$ cat config.mk
export PLATFORM = sky130hd
export DESIGN_NAME = sysref_out_ctrl
export DESIGN_NICKNAME = d
export VERILOG_FILES = /design/src/rtl/sysref_out_pkg.sv /design/src/rtl/sysref_out_ctrl.sv
export SDC_FILE = /design/constraint.sdc
export NUM_CORES = 1
export LEC_CHECK = 0
export ABC_CLOCK_PERIOD_IN_PS = 4900
export BUFFER_PORTS_ARGS = -buffer_cell sky130_fd_sc_hd__buf_2
export CORE_MARGIN = 3
export CORE_UTILIZATION = 60
export CTS_CLUSTER_SIZE = 10
export DETAILED_ROUTE_END_ITERATION = 7
export GPL_TIMING_DRIVEN = 0
export PLACE_DENSITY_LB_ADDON = 0.15
export SLEW_MARGIN = 20
export SYNTH_ARGS = -nofsm -noshare
export SYNTH_HDL_FRONTEND = slang
export SYNTH_SLANG_ARGS = --single-unit
$ cat constraint.sdc
create_clock -name ref_clk -period 4.9 [get_ports ref_clk]
set_input_delay 0 -clock ref_clk [delete_from_list [all_inputs] [get_ports ref_clk]]
set_output_delay 0 -clock ref_clk [all_outputs]
set_load 0.005 [all_outputs]
$ cat src/rtl/sysref_out_pkg.sv
// Package with register map, field layout, timing constants and carrier types of the output stage control.
package sysref_out_pkg;

  localparam int NUM_CHAN = 5;
  localparam int NUM_CLK_OUT = 8;
  localparam int NUM_REF_OUT = 7;

  // Register byte offsets.
  localparam logic [7:0] ADDR_CTRL = 8'h00;
  localparam logic [7:0] ADDR_CHAN_PD = 8'h04;
  localparam logic [7:0] ADDR_FUNC_SEL = 8'h08;
  localparam logic [7:0] ADDR_LINE_BIAS = 8'h0c;
  localparam logic [7:0] ADDR_CLK_OUT_CFG = 8'h10;
  localparam logic [7:0] ADDR_REF_OUT_CFG = 8'h14;
  localparam logic [7:0] ADDR_PULSE_CNT = 8'h18;
  localparam logic [7:0] ADDR_REF_DIV = 8'h1c;
  localparam logic [7:0] ADDR_GLOBAL_DLY = 8'h20;
  localparam logic [7:0] ADDR_REF_COARSE = 8'h24;
  localparam logic [7:0] ADDR_REF_FINE = 8'h28;
  localparam logic [7:0] ADDR_CLK_DLY_LO = 8'h2c;
  localparam logic [7:0] ADDR_CLK_DLY_HI = 8'h30;
  localparam logic [7:0] ADDR_CLK_DIV = 8'h34;
  localparam logic [7:0] ADDR_STATUS = 8'h38;

  // Control register bits.
  localparam int CTRL_BYPASS_BIT = 0;
  localparam int CTRL_BIAS_TYPE_BIT = 1;
  localparam int CTRL_CONT_BIT = 2;
  localparam int CTRL_RELEASE_BIT = 8;
  localparam int CTRL_RESYNC_BIT = 9;

  // Per-output configuration nibble: enable, amplitude, power down.
  localparam int CFG_W = 4;
  localparam int CFG_EN_BIT = 0;
  localparam int CFG_AMP_LSB = 1;
  localparam int CFG_PD_BIT = 3;
  localparam int DLY3_W = 3;
  localparam int CDIV_W = 6;
  localparam int CDLY_W = 8;
  localparam int NS_W = 13;

  // Reset values.
  localparam logic [1:0] AMP_500MV = 2'h1;
  localparam logic [31:0] CLK_OUT_CFG_RST = 32'h33333333;
  localparam logic [31:0] REF_OUT_CFG_RST = 32'h03333333;
  localparam logic [CDIV_W-1:0] CLK_DIV_RST = 6'h02;
  localparam logic [NS_W-1:0] REF_DIV_RST = 13'h0080;
  localparam logic [7:0] PULSE_CNT_RST = 8'h01;

  // Delay unit rates: one tick per VCO period, or per VCXO period in bypass.
  localparam logic [3:0] VCO_TICK_DIV = 4'h1;
  localparam logic [3:0] VCXO_TICK_DIV = 4'h8;
  localparam int COARSE_STEPS = 8;
  localparam int GLOBAL_UNITS_PER_STEP = 2;

  // Output slot to channel mapping (A=0 .. E=4).
  localparam logic [2:0] CLK_CHAN [NUM_CLK_OUT] = '{3'h0, 3'h0, 3'h1, 3'h1, 3'h2, 3'h3, 3'h4, 3'h4};
  localparam logic [2:0] REF_CHAN [NUM_REF_OUT] = '{3'h0, 3'h0, 3'h0, 3'h1, 3'h1, 3'h2, 3'h3};

  typedef enum logic [4:0] {
    SR_IDLE = 5'b00001,
    SR_ARM = 5'b00010,
    SR_GDLY = 5'b00100,
    SR_RUN = 5'b01000,
    SR_DRAIN = 5'b10000
  } sr_state_e;

  typedef struct packed {
    logic power_on;
    logic drive;
    logic data;
    logic mid_bias;
    logic [1:0] amp;
    logic [2:0] fine;
  } out_s;

endpackage : sysref_out_pkg

$ cat src/rtl/sysref_out_ctrl.sv
// Output state machine, delay lines and APB register file for the clock and SYSREF output stages.
//
// Our own choices: the register addresses and register access over APB.
`timescale 1ns/10ps

// What this block does
// - SYSREF settings only when function select set
// - Function select clear: shared output acts as clock
// - Power down per channel and per clock output
// - Every output has its own enable
// - Every output has its own amplitude field
// - State machine governs SYSREF output on/off
// - Event start turns participating SYSREF outputs on
// - Event end turns SYSREF outputs off
// - Line bias holds powered-off legs at midpoint
// - Line bias midpoint only with bias-style one; in style 0 the leg stays off and low
// - Style 0: static low, toggle, static low
// - Style 1: crosspoint, toggle, back to crosspoint
// - Counted pulses stop then outputs power down
// - Separate delay settings for clock and SYSREF
// - Bypass times all delays from VCXO
// - Clock delay 256 unit steps, edges aligned
// - Coarse SYSREF delay 8 steps on clock edge
// - Fine SYSREF delay eight selectable settings
// - Global SYSREF delay 256 double-unit steps
// - Combined delays give twelve-plus edge positions
module sysref_out_ctrl
  import sysref_out_pkg::*;
(
  input wire logic ref_clk,
  input wire logic rst_n,
  input wire logic psel,
  input wire logic penable,
  input wire logic pwrite,
  input wire logic [7:0] paddr,
  input wire logic [31:0] pwdata,
  output logic [31:0] prdata,
  output logic pready,
  output logic pslverr,
  output out_s [NUM_CLK_OUT-1:0] clock_output,
  output out_s [NUM_REF_OUT-1:0] sysref_output
);

  // ==========================================================================
  // Registers
  // ==========================================================================
  logic second_pll_bypass_r;
  logic bias_type_r;
  logic continuous_r;
  logic [NUM_CHAN-1:0] chan_pd_r;
  logic [NUM_REF_OUT-1:0] output_function_select_r;
  logic [NUM_REF_OUT-1:0] line_bias_enable_r;
  logic [31:0] clk_out_cfg_r;
  logic [31:0] ref_out_cfg_r;
  logic [7:0] pulse_cnt_r;
  logic [NS_W-1:0] ref_div_r;
  logic [7:0] global_dly_r;
  logic [NUM_REF_OUT*DLY3_W-1:0] ref_coarse_r;
  logic [NUM_REF_OUT*DLY3_W-1:0] ref_fine_r;
  logic [NUM_CHAN*CDLY_W-1:0] clk_dly_r;
  logic [NUM_CHAN*CDIV_W-1:0] clk_div_r;
  logic release_r;
  logic resync_r;
  logic wr_en;
  logic rd_en;
  logic addr_hit;
  logic [31:0] rd_data;
  sr_state_e state_r;
  logic [7:0] remain_r;
  assign wr_en = psel && penable && pwrite && pready;
  assign rd_en = psel && penable && !pwrite && !pready;
  always_comb begin
    addr_hit = 1'b1;
    rd_data = 32'h0;
    case (paddr)
      ADDR_CTRL: begin
        rd_data[CTRL_BYPASS_BIT] = second_pll_bypass_r;
        rd_data[CTRL_BIAS_TYPE_BIT] = bias_type_r;
        rd_data[CTRL_CONT_BIT] = continuous_r;
      end
      ADDR_CHAN_PD: rd_data[NUM_CHAN-1:0] = chan_pd_r;
      ADDR_FUNC_SEL: rd_data[NUM_REF_OUT-1:0] = output_function_select_r;
      ADDR_LINE_BIAS: rd_data[NUM_REF_OUT-1:0] = line_bias_enable_r;
      ADDR_CLK_OUT_CFG: rd_data = clk_out_cfg_r;
      ADDR_REF_OUT_CFG: rd_data = ref_out_cfg_r;
      ADDR_PULSE_CNT: rd_data[7:0] = pulse_cnt_r;
      ADDR_REF_DIV: rd_data[NS_W-1:0] = ref_div_r;
      ADDR_GLOBAL_DLY: rd_data[7:0] = global_dly_r;
      ADDR_REF_COARSE: rd_data[NUM_REF_OUT*DLY3_W-1:0] = ref_coarse_r;
      ADDR_REF_FINE: rd_data[NUM_REF_OUT*DLY3_W-1:0] = ref_fine_r;
      ADDR_CLK_DLY_LO: rd_data = clk_dly_r[31:0];
      ADDR_CLK_DLY_HI: rd_data[CDLY_W-1:0] = clk_dly_r[NUM_CHAN*CDLY_W-1:32];
      ADDR_CLK_DIV: rd_data[NUM_CHAN*CDIV_W-1:0] = clk_div_r;
      ADDR_STATUS: rd_data = {19'h0, remain_r, state_r};
      default: addr_hit = 1'b0;
    endcase
  end

  // One wait state: pready rises in the second access cycle with data and error.
  always_ff @(posedge ref_clk) begin
    if (!rst_n) begin
      pready <= 1'b0;
      pslverr <= 1'b0;
      prdata <= 32'h0;
    end else begin
      pready <= psel && penable && !pready;
      pslverr <= psel && penable && !pready && !addr_hit;
      prdata <= rd_en ? rd_data : 32'h0;
    end
  end
  always_ff @(posedge ref_clk) begin
    if (!rst_n) begin
      second_pll_bypass_r <= 1'b0;
      bias_type_r <= 1'b0;
      continuous_r <= 1'b0;
      chan_pd_r <= '0;
      output_function_select_r <= '0;
      line_bias_enable_r <= '0;
      clk_out_cfg_r <= CLK_OUT_CFG_RST;
      ref_out_cfg_r <= REF_OUT_CFG_RST;
      pulse_cnt_r <= PULSE_CNT_RST;
      ref_div_r <= REF_DIV_RST;
      global_dly_r <= '0;
      ref_coarse_r <= '0;
      ref_fine_r <= '0;
      clk_dly_r <= '0;
      clk_div_r <= {NUM_CHAN{CLK_DIV_RST}};
      release_r <= 1'b0;
      resync_r <= 1'b0;
    end else begin
      release_r <= 1'b0;
      resync_r <= 1'b0;
      if (wr_en) begin
        case (paddr)
          ADDR_CTRL: begin
            second_pll_bypass_r <= pwdata[CTRL_BYPASS_BIT];
            bias_type_r <= pwdata[CTRL_BIAS_TYPE_BIT];
            continuous_r <= pwdata[CTRL_CONT_BIT];
            release_r <= pwdata[CTRL_RELEASE_BIT];
            resync_r <= pwdata[CTRL_RESYNC_BIT];
          end
          ADDR_CHAN_PD: chan_pd_r <= pwdata[NUM_CHAN-1:0];
          ADDR_FUNC_SEL: output_function_select_r <= pwdata[NUM_REF_OUT-1:0];
          ADDR_LINE_BIAS: line_bias_enable_r <= pwdata[NUM_REF_OUT-1:0];
          ADDR_CLK_OUT_CFG: clk_out_cfg_r <= pwdata;
          ADDR_REF_OUT_CFG: ref_out_cfg_r <= {4'h0, pwdata[NUM_REF_OUT*CFG_W-1:0]};
          ADDR_PULSE_CNT: pulse_cnt_r <= pwdata[7:0];
          ADDR_REF_DIV: ref_div_r <= pwdata[NS_W-1:0];
          ADDR_GLOBAL_DLY: global_dly_r <= pwdata[7:0];
          ADDR_REF_COARSE: ref_coarse_r <= pwdata[NUM_REF_OUT*DLY3_W-1:0];
          ADDR_REF_FINE: ref_fine_r <= pwdata[NUM_REF_OUT*DLY3_W-1:0];
          ADDR_CLK_DLY_LO: clk_dly_r[31:0] <= pwdata;
          ADDR_CLK_DLY_HI: clk_dly_r[NUM_CHAN*CDLY_W-1:32] <= pwdata[CDLY_W-1:0];
          ADDR_CLK_DIV: clk_div_r <= pwdata[NUM_CHAN*CDIV_W-1:0];
          default: ;
        endcase
      end
    end
  end

  // ==========================================================================
  // Delay unit tick
  // ==========================================================================
  logic [3:0] tick_cnt_r;
  logic unit_tick_r;
  logic [3:0] tick_div;
  assign tick_div = second_pll_bypass_r ? VCXO_TICK_DIV : VCO_TICK_DIV;
  always_ff @(posedge ref_clk) begin
    if (!rst_n) begin
      tick_cnt_r <= 4'h0;
      unit_tick_r <= 1'b0;
    end else if (tick_cnt_r + 4'h1 >= tick_div) begin
      tick_cnt_r <= 4'h0;
      unit_tick_r <= 1'b1;
    end else begin
      tick_cnt_r <= tick_cnt_r + 4'h1;
      unit_tick_r <= 1'b0;
    end
  end

  // ==========================================================================
  // Channel clock dividers with start delay
  // ==========================================================================
  logic [CDIV_W-1:0] div_cnt_r [NUM_CHAN];
  logic [CDLY_W-1:0] dly_cnt_r [NUM_CHAN];
  logic [CDLY_W-1:0] dly_applied_r [NUM_CHAN];
  logic [NUM_CHAN-1:0] chan_clk_r;
  logic [NUM_CHAN-1:0] chan_wrap;
  always_comb begin
    for (int c = 0; c < NUM_CHAN; c++) begin
      chan_wrap[c] = unit_tick_r && dly_cnt_r[c] == '0 &&
                     div_cnt_r[c] + 6'h1 >= clk_div_r[c*CDIV_W +: CDIV_W];
    end
  end

  // All channels restart together on resync and each holds off by its own delay in units.
  always_ff @(posedge ref_clk) begin
    if (!rst_n) begin
      for (int c = 0; c < NUM_CHAN; c++) begin
        div_cnt_r[c] <= '0;
        dly_cnt_r[c] <= '0;
        dly_applied_r[c] <= '0;
      end
      chan_clk_r <= '0;
    end else begin
      for (int c = 0; c < NUM_CHAN; c++) begin
        if (resync_r) begin
          div_cnt_r[c] <= '0;
          dly_cnt_r[c] <= clk_dly_r[c*CDLY_W +: CDLY_W];
          dly_applied_r[c] <= clk_dly_r[c*CDLY_W +: CDLY_W];
          chan_clk_r[c] <= 1'b0;
        end else if (unit_tick_r) begin
          if (dly_cnt_r[c] != '0) begin
            dly_cnt_r[c] <= dly_cnt_r[c] - 8'h1;
          end else if (chan_wrap[c]) begin
            div_cnt_r[c] <= '0;
            chan_clk_r[c] <= 1'b1;
            if (dly_applied_r[c] != clk_dly_r[c*CDLY_W +: CDLY_W]) begin
              // A new delay only shifts the phase at the period boundary.
              dly_cnt_r[c] <= clk_dly_r[c*CDLY_W +: CDLY_W] - dly_applied_r[c];
              dly_applied_r[c] <= clk_dly_r[c*CDLY_W +: CDLY_W];
              chan_clk_r[c] <= 1'b0;
            end
          end else begin
            div_cnt_r[c] <= div_cnt_r[c] + 6'h1;
            chan_clk_r[c] <= (div_cnt_r[c] + 6'h1) < (clk_div_r[c*CDIV_W +: CDIV_W] >> 1);
          end
        end
      end
    end
  end

  // ==========================================================================
  // SYSREF event state machine
  // ==========================================================================
  logic [8:0] gdly_cnt_r;
  logic [3:0] drain_cnt_r;
  logic [NS_W-1:0] ns_cnt_r;
  logic sr_wave_r;
  logic sr_active;
  logic period_end;
  assign period_end = unit_tick_r && (ns_cnt_r + 13'h1 >= ref_div_r);
  assign sr_active = state_r != SR_IDLE;
  always_ff @(posedge ref_clk) begin
    if (!rst_n) begin
      state_r <= SR_IDLE;
      remain_r <= '0;
      gdly_cnt_r <= '0;
      drain_cnt_r <= '0;
      ns_cnt_r <= '0;
      sr_wave_r <= 1'b0;
    end else begin
      case (state_r)
        SR_IDLE: begin
          sr_wave_r <= 1'b0;
          if (release_r) begin
            state_r <= SR_ARM;
            remain_r <= pulse_cnt_r;
          end
        end
        SR_ARM: begin
          // Start on a channel A boundary so pulses sit on an incident clock edge.
          if (chan_wrap[0]) begin
            state_r <= SR_GDLY;
            gdly_cnt_r <= 9'(global_dly_r) * 9'(GLOBAL_UNITS_PER_STEP);
          end
        end
        SR_GDLY: begin
          if (gdly_cnt_r == '0) begin
            state_r <= SR_RUN;
            ns_cnt_r <= '0;
            sr_wave_r <= continuous_r || remain_r != '0;
          end else if (unit_tick_r) begin
            gdly_cnt_r <= gdly_cnt_r - 9'h1;
          end
        end
        SR_RUN: begin
          if (unit_tick_r) begin
            if (period_end) begin
              ns_cnt_r <= '0;
              if (!continuous_r && remain_r <= 8'h1) begin
                state_r <= SR_DRAIN;
                remain_r <= '0;
                sr_wave_r <= 1'b0;
                drain_cnt_r <= 4'(COARSE_STEPS);
              end else begin
                if (!continuous_r) begin
                  remain_r <= remain_r - 8'h1;
                end
                sr_wave_r <= 1'b1;
              end
            end else begin
              ns_cnt_r <= ns_cnt_r + 13'h1;
              sr_wave_r <= (continuous_r || remain_r != '0) && (ns_cnt_r + 13'h1) < (ref_div_r >> 1);
            end
          end
        end
        SR_DRAIN: begin
          // Let the last pulse leave the coarse delay line before powering down.
          if (drain_cnt_r == '0) begin
            state_r <= SR_IDLE;
          end else if (unit_tick_r) begin
            drain_cnt_r <= drain_cnt_r - 4'h1;
          end
        end
        default: state_r <= SR_IDLE;
      endcase
    end
  end

  // ==========================================================================
  // Coarse delay line and output stage
  // ==========================================================================
  logic [COARSE_STEPS-1:0] sr_line_r;
  logic [NUM_REF_OUT*DLY3_W-1:0] coarse_applied_r;
  always_ff @(posedge ref_clk) begin
    if (!rst_n) begin
      sr_line_r <= '0;
      coarse_applied_r <= '0;
    end else begin
      if (unit_tick_r) begin
        sr_line_r <= {sr_line_r[COARSE_STEPS-2:0], sr_wave_r};
      end
      if (!sr_active) begin
        coarse_applied_r <= ref_coarse_r;
      end
    end
  end
  always_ff @(posedge ref_clk) begin
    if (!rst_n) begin
      clock_output <= '0;
    end else begin
      for (int y = 0; y < NUM_CLK_OUT; y++) begin
        clock_output[y].power_on <= !clk_out_cfg_r[y*CFG_W+CFG_PD_BIT] && !chan_pd_r[CLK_CHAN[y]];
        clock_output[y].drive <= clk_out_cfg_r[y*CFG_W+CFG_EN_BIT];
        clock_output[y].data <= clk_out_cfg_r[y*CFG_W+CFG_EN_BIT] && chan_clk_r[CLK_CHAN[y]];
        clock_output[y].mid_bias <= 1'b0;
        clock_output[y].amp <= clk_out_cfg_r[y*CFG_W+CFG_AMP_LSB +: 2];
        clock_output[y].fine <= '0;
      end
    end
  end
  always_ff @(posedge ref_clk) begin
    if (!rst_n) begin
      sysref_output <= '0;
    end else begin
      for (int r = 0; r < NUM_REF_OUT; r++) begin
        sysref_output[r].amp <= ref_out_cfg_r[r*CFG_W+CFG_AMP_LSB +: 2];
        sysref_output[r].drive <= ref_out_cfg_r[r*CFG_W+CFG_EN_BIT];
        if (output_function_select_r[r]) begin
          // Line bias pins the output at rest; style picks low or crosspoint.
          sysref_output[r].power_on <= !chan_pd_r[REF_CHAN[r]] && sr_active && !line_bias_enable_r[r];
          sysref_output[r].mid_bias <= !chan_pd_r[REF_CHAN[r]] && bias_type_r &&
                                       (line_bias_enable_r[r] || !sr_active);
          sysref_output[r].data <= ref_out_cfg_r[r*CFG_W+CFG_EN_BIT] && sr_active && !line_bias_enable_r[r] &&
                                   sr_line_r[coarse_applied_r[r*DLY3_W +: DLY3_W]];
          sysref_output[r].fine <= ref_fine_r[r*DLY3_W +: DLY3_W];
        end else begin
          sysref_output[r].power_on <= !ref_out_cfg_r[r*CFG_W+CFG_PD_BIT] && !chan_pd_r[REF_CHAN[r]];
          sysref_output[r].mid_bias <= 1'b0;
          sysref_output[r].data <= ref_out_cfg_r[r*CFG_W+CFG_EN_BIT] && chan_clk_r[REF_CHAN[r]];
          sysref_output[r].fine <= '0;
        end
      end
    end
  end

endmodule : sysref_out_ctrl

==> results of run 1 <==
-- cell type report --
type	count	share of cell area, %
clock buffers	87	5.82
well taps	585	2.41
flip-flops and latches	551	39.9
inverters	119	1.47
repair buffers	212	4.08
diodes	1	0.00823
plain buffers	196	2.83
multi-input cells	2176	42.9
clock inverters	8	0.559
-- routing by layer --
metal | GRT usage [%] | vias up | routed length [um]
li1 | - | 11100 | -
met2 | 63.4 | 1639 | 42600
met4 | 27.9 | 2 | 7650
met5 | 0 | - | 15
met1 | 51.0 | 11600 | 36000
met3 | 8.77 | 397 | 11000
-- state kept, by name, summed over array words and instances (netlist names), 21 cells and up --
signal,count
clock_output,40
sysref_output,63
clk_out_cfg_r,32
clk_dly_r,40
ref_fine_r,21
ref_out_cfg_r,28
clk_div_r,30
ref_coarse_r,21
prdata,32
div_cnt_r,30
coarse_applied_r,21
dly_applied_r,40
dly_cnt_r,40
-- path summary, 6_finish.rpt --
kind / start / to / slack, ns
max: div_cnt_r[2][0] / dly_applied_r[4][1] / 0.31
min: pwdata[9] / ref_fine_r[9] / 0.06
max reg2reg: div_cnt_r[2][0] / dly_applied_r[4][1] / 0.31
min reg2reg: clk_out_cfg_r[27] / clock_output[62] / 0.45
-- cells by family (layout without fill, tap and decap cells) --
family	after synthesis	count (layout)	share of synthesized area, %
AND/OR/NAND/NOR	1225	1225	21.7
AO/OA/AOI/OAI	657	657	15.7
flip-flops	551	551	46.0
buffers and inverters	315	622	4.96
adder cells (fa/ha/maj)	132	132	6.40
XOR/XNOR	89	89	2.96
multiplexers	41	41	2.24
other	1	33	0.0142
-- tightest hold or removal path, stage by stage --
cell	delay (ns)
clkbuf_1	0.40
nand2_1	0.17
a21oi_1	0.07
-- where the power goes --
part,internal [mW],switching [mW],leakage [nW]
Sequential,4.73,0.0700,4.72
Clock,2.55,1.95,0.933
Combinational,0.312,0.746,6.16
Total,7.59,2.77,11.8
-- layout by cell type, fill, tap and decap left out, types with 110 or more instances in the layout --
cell type and instances:
edfxtp_1 110, buf_2 180, clkbuf_1 172, nor2_1 191, nand3_1 124, ha_1 127, inv_1 119, nand2_1 553
dfxtp_1 441, a21oi_1 320
-- through the flow --
| step | setup WS [ns] | area [um2] |
|---|---|---|
| final | 0.305 | 30400 |
| after global routing | 0.134 | 30400 |
| after CTS | 0.383 | 30400 |
| after detailed placement | 0.450 | 28100 |
| after global placement | 0.538 | 28100 |
| after floorplan | 1.43 | 26500 |
==> flow_summary.yaml, run 1 <==
sta:
  holdWs_ns: 0.0617
  finalSetupViolations: 0
  period_share_pct: 93.8
  fin_crit_ns: 4.59
  rsz0062_at_grt: "false"
  final-hold-violation-count: 0
  slew_violations: 0
  slew_headroom_pct: 16.9
  skew_ns: 0.0335
  fmax_mhz: 218
  finalSetupTns_ns: 0
  worst_pin_slew_ns: 1.25
hold_path:
  hp-class: "input pin to flop"
  holdPathStages: 3
routing:
  drt-initial-drc-count: 3142
  detail_route.wl_per_cell_um: 24.7
  drc_errors: 6
  via_per_inst: 6.30
  drt_wl_total_um: 97300
  drt-pass1-iter-count: 8
  vias: 24800
  drtAntennaViolNets: 0
power:
  totalPowerFinal_mw: 10.4
  p_per_area_mw_per_mm2: 341
  vdd_ir_drop_max_mv: 0.245
  p_leak_nw: 11.8
clock_network:
  insertion_delay_ns: 0.62
  cts_buffer_depth: 3
  cts_setup_buffers: 0
  cts_tree: "done"
  cts_hold_buf: 36
  htree_num_levels: 3
  cts_made_buffers: 66
  cts.sinks: 551
  root_buffer: "clkbuf_16"
  ctsResizeCount: 0
  clk_pin_slew_ns: 0.06
finish:
  final_util_pct: 70.3
  drive_gt1_share_pct: 10.0
  fillers: 3458
  ff_latch_area_mm2: 0.0121
  final_nets: 3499
  multiInputGateArea_mm2: 0.0131
  area_growth_syn_to_layout_pct: 15.3
  fin_cells: 3935
floorplan:
  initial_core_util_pct: 61.0
  io_pins: 214
  die_h_um: 216
  dieArea_mm2: 0.0465
  rows: 76
  core_mm2: 0.0433
  die_w_um: 216
yosys:
  synth_seq_cells: 551
  avgSynthCellArea_um2: 8.76
  synth_cell_types: 79
  synth-main-ff-cell: "dfxtp_1"
  synth_most_common_cell: "nand2_1"
  ys_warn_count: 0
  synth_edf_count: 110
  synth_area_leaders: "dfxtp_1 33%, edfxtp_1 13%, nand2_1 7.9%"
  netlist.area_leader.share_pct: 33.5
  synth_common_cells: "553 x nand2_1, 441 x dfxtp_1, 320 x a21oi_1"
  synthCells: 3011
  yosys.area.top_type: "dfxtp_1"
  ys_async_sr_fraction_pct: 0
  seq_area_frac_synth_pct: 46.0
  synth_area_mm2: 0.0264
placement:
  dpl.hpwl_um: 72900
  place_inst: 3803
  place.gp.congestion: 1.07
  numPortBuffers: 176
global_route:
  grt_pass1_wl_um: 144000
  antenna_found_initial: 7
  globalRouteOverflowTotal: 0
  track_usage_pct: 40.8
  first_global_vias: 23800
  grt_max_degree: 12
worst_setup_path:
  crit_slowest_cell: "nor3_1"
  path_buf_inv: 1
  required_ns: 5.22
  cp_top_family: "simple AND/OR/NAND/NOR gates"
  crit_chain: "ha_1 -> nand3_1 -> xnor2_1 -> ha_1 -> and3_1 -> a221oi_1 -> o21a_1 -> nand2_1 -> nor3_1 -> buf_2 -> a21oi_1"
  worstSetupPathType: "flop to flop"
  cp_common_cell: "ha_1"
  cp.arrival_ns: 4.92
  end_kind: "flop"
  crit_path_max_incr_delay_ns: 0.91
  worstRegToRegCells: 11
  path_depth: 11
  startpoint_type: "flop"
  cp_max_fo: 10
outcome:
  violations: "design-rule violations"
  status: "finished with violations"
flow_run:
  drv_cap: 0
No activity file was read; power rests on OpenSTA's default activity.
==> inputs of run 2 (changes only) <==
Settings changed: ABC_AREA from default to 1, CORE_UTILIZATION 60 to 61.
==> flow_summary.yaml, run 2 <==
yosys:
  synth_area_leaders: "dfxtp_1 33%, edfxtp_1 12%, nand2_1 8.5%"
  synth_seq_cells: 551
  synth_common_cells: "609 x nand2_1, 455 x inv_1, 441 x dfxtp_1"
  synthCells: 3495
  yosys.area.top_type: "dfxtp_1"
  synth_cell_types: 51
  synth_edf_count: 110
  synth_area_mm2: 0.0269
  synth_most_common_cell: "nand2_1"
  netlist.area_leader.share_pct: 32.8
  synth-main-ff-cell: "dfxtp_1"
  avgSynthCellArea_um2: 7.70
  ys_warn_count: 0
  seq_area_frac_synth_pct: 45.1
  ys_async_sr_fraction_pct: 0
floorplan:
  rows: 76
  io_pins: 214
  dieArea_mm2: 0.0466
  core_mm2: 0.0433
  die_w_um: 216
  initial_core_util_pct: 62.2
  die_h_um: 216
placement:
  place_ws_ns: 1.42
  place.gp.congestion: 1.07
  dpl.hpwl_um: 72900
  numPortBuffers: 179
finish:
  final_common_cell: "nand2_1"
  mostFrequentLayoutCells: "609 x nand2_1, 455 x inv_1, 441 x dfxtp_1, 404 x nor2_1, 348 x o21ai_0"
  largest_reg_flops: 63
  drive_gt1_share_pct: 9.97
  largest-register: "sysref_output"
  area_growth_syn_to_layout_pct: 15.5
  final_nets: 3992
sta:
  period_share_pct: 72.0
  worst_pin_slew_ns: 1.21
  fin_crit_ns: 3.53
  slew_headroom_pct: 19.2
  fin_ws_ns: 1.37
  final-hold-violation-count: 0
  finalSetupTns_ns: 0
  holdWs_ns: 0.0538
  slew_violations: 0
  skew_ns: 0.0310
  rsz0062_at_grt: "false"
  fmax_mhz: 283
  finalSetupViolations: 0
global_route:
  track_usage_pct: 40.8
  grt_max_degree: 12
  antenna_found_initial: 5
  globalRouteOverflowTotal: 0
  first_global_vias: 25200
  grt_pass1_wl_um: 145000
worst_setup_path:
  required_ns: 5.16
  crit_path_max_incr_delay_ns: 0.47
  cp.arrival_ns: 3.79
  crit_chain: "ha_1 -> nand2_1 -> inv_1 -> nand2_1 -> xor2_1 -> inv_1 -> ha_1 -> nand2_1 -> o21a_1 -> nand3b_1 -> nand4_1 -> nand2_1 -> inv_2 -> nand2_1"
  end_kind: "flop"
  cp_common_cell: "nand2_1"
  cp_max_fo: 9
  startpoint_type: "flop"
  worstSetupPathType: "flop to flop"
  crit_slowest_cell: "edfxtp_1"
routing:
  drtAntennaViolNets: 0
  detail_route.wl_per_cell_um: 22.0
  drt-initial-drc-count: 3672
  drc_errors: 23
  drt-met1-wl_um: 35900
  drt_wl_total_um: 97800
  top_layer: "met5"
  vias: 26400
  drt-pass1-iter-count: 8
  route.met2.wl_um: 42500
  route.met3.wl_um: 12200
  via_per_inst: 5.94
clock_network:
  insertion_delay_ns: 0.62
  cts_buffer_depth: 3
  cts_setup_buffers: 0
  root_buffer: "clkbuf_16"
  cts_hold_buf: 41
  cts.sinks: 551
  cts_made_buffers: 67
  clk_pin_slew_ns: 0.05
  htree_num_levels: 3
  ctsResizeCount: 0
  cts_tree: "done"
hold_path:
  hp-class: "input pin to flop"
power:
  p_leak_nw: 13.8
  vdd_ir_drop_max_mv: 0.271
  p_per_area_mw_per_mm2: 346
flow_run:
  drv_cap: 0
outcome:
  status: "finished with violations"
  violations: "design-rule violations"
run 2: kinds of logic (layout without fill, tap and decap cells):
logic type,Yosys count,after routing,share of synthesized area [%]
buf+inv,640,964,9.65
compound gates,829,829,16.6
simple gates,1254,1254,19.5
fa+ha+maj,132,132,6.28
xor+xnor,88,88,2.87
flops,551,551,45.1
other cells,1,36,0.0139
run 2: cell type report:
cell class / instances / area [um2]
Antenna cell: 4 / 10.0
Timing Repair Buffer: 220 / 1310
Sequential cell: 551 / 12100
Inverter: 476 / 1790
Clock inverter: 4 / 48.8
Fill cell: 3495 / 12200
Buffer: 164 / 810
Multi-Input combinational cell: 2335 / 12300
Tap cell: 585 / 732
Clock buffer: 100 / 1950
run 2: routing by layer:
layer	vias up	track usage (%)
li1	12100	-
met5	-	0
met4	2	25.1
met3	442	11.7
met2	1702	63.4
met1	12100	50.3
run 2: final timing paths:
path	start	end	slack (ns)	cells after the start
setup / recovery	div_cnt_r[4][0]	dly_cnt_r[4][6]	1.37	14
hold reg to reg	ref_out_cfg_r[16]	sysref_output[43]	0.45	2
hold / removal	paddr[1]	prdata[3]	0.05	6
setup reg to reg	div_cnt_r[4][0]	dly_cnt_r[4][6]	1.37	14
run 2: worst max-delay path: cells and delay by family (launching register included):
family          cells  cell delay, ns
simple gates        7            1.46
fa+ha+maj           2            0.53
flops               1            0.47
buf+inv             3            0.28
xor+xnor            1            0.24
compound gates      1            0.20
run 2: report_power, final:
part	internal, mW	switching, mW
Combinational	0.388	0.834
Sequential	4.76	0.0866
Clock	2.77	1.91
run 2: through the flow:
stage                     utilization, %  cells  area [um2]  total power, mW
after floorplan                        -   3526       27000             5.68
after detailed placement            66.2   4290       28600             6.08
after CTS                           71.8   4435       31000             10.7
after global routing                71.8   4436       31000             11.0
after global placement              66.2   4290       28600             6.04
final                               71.8   4439       31100             10.7
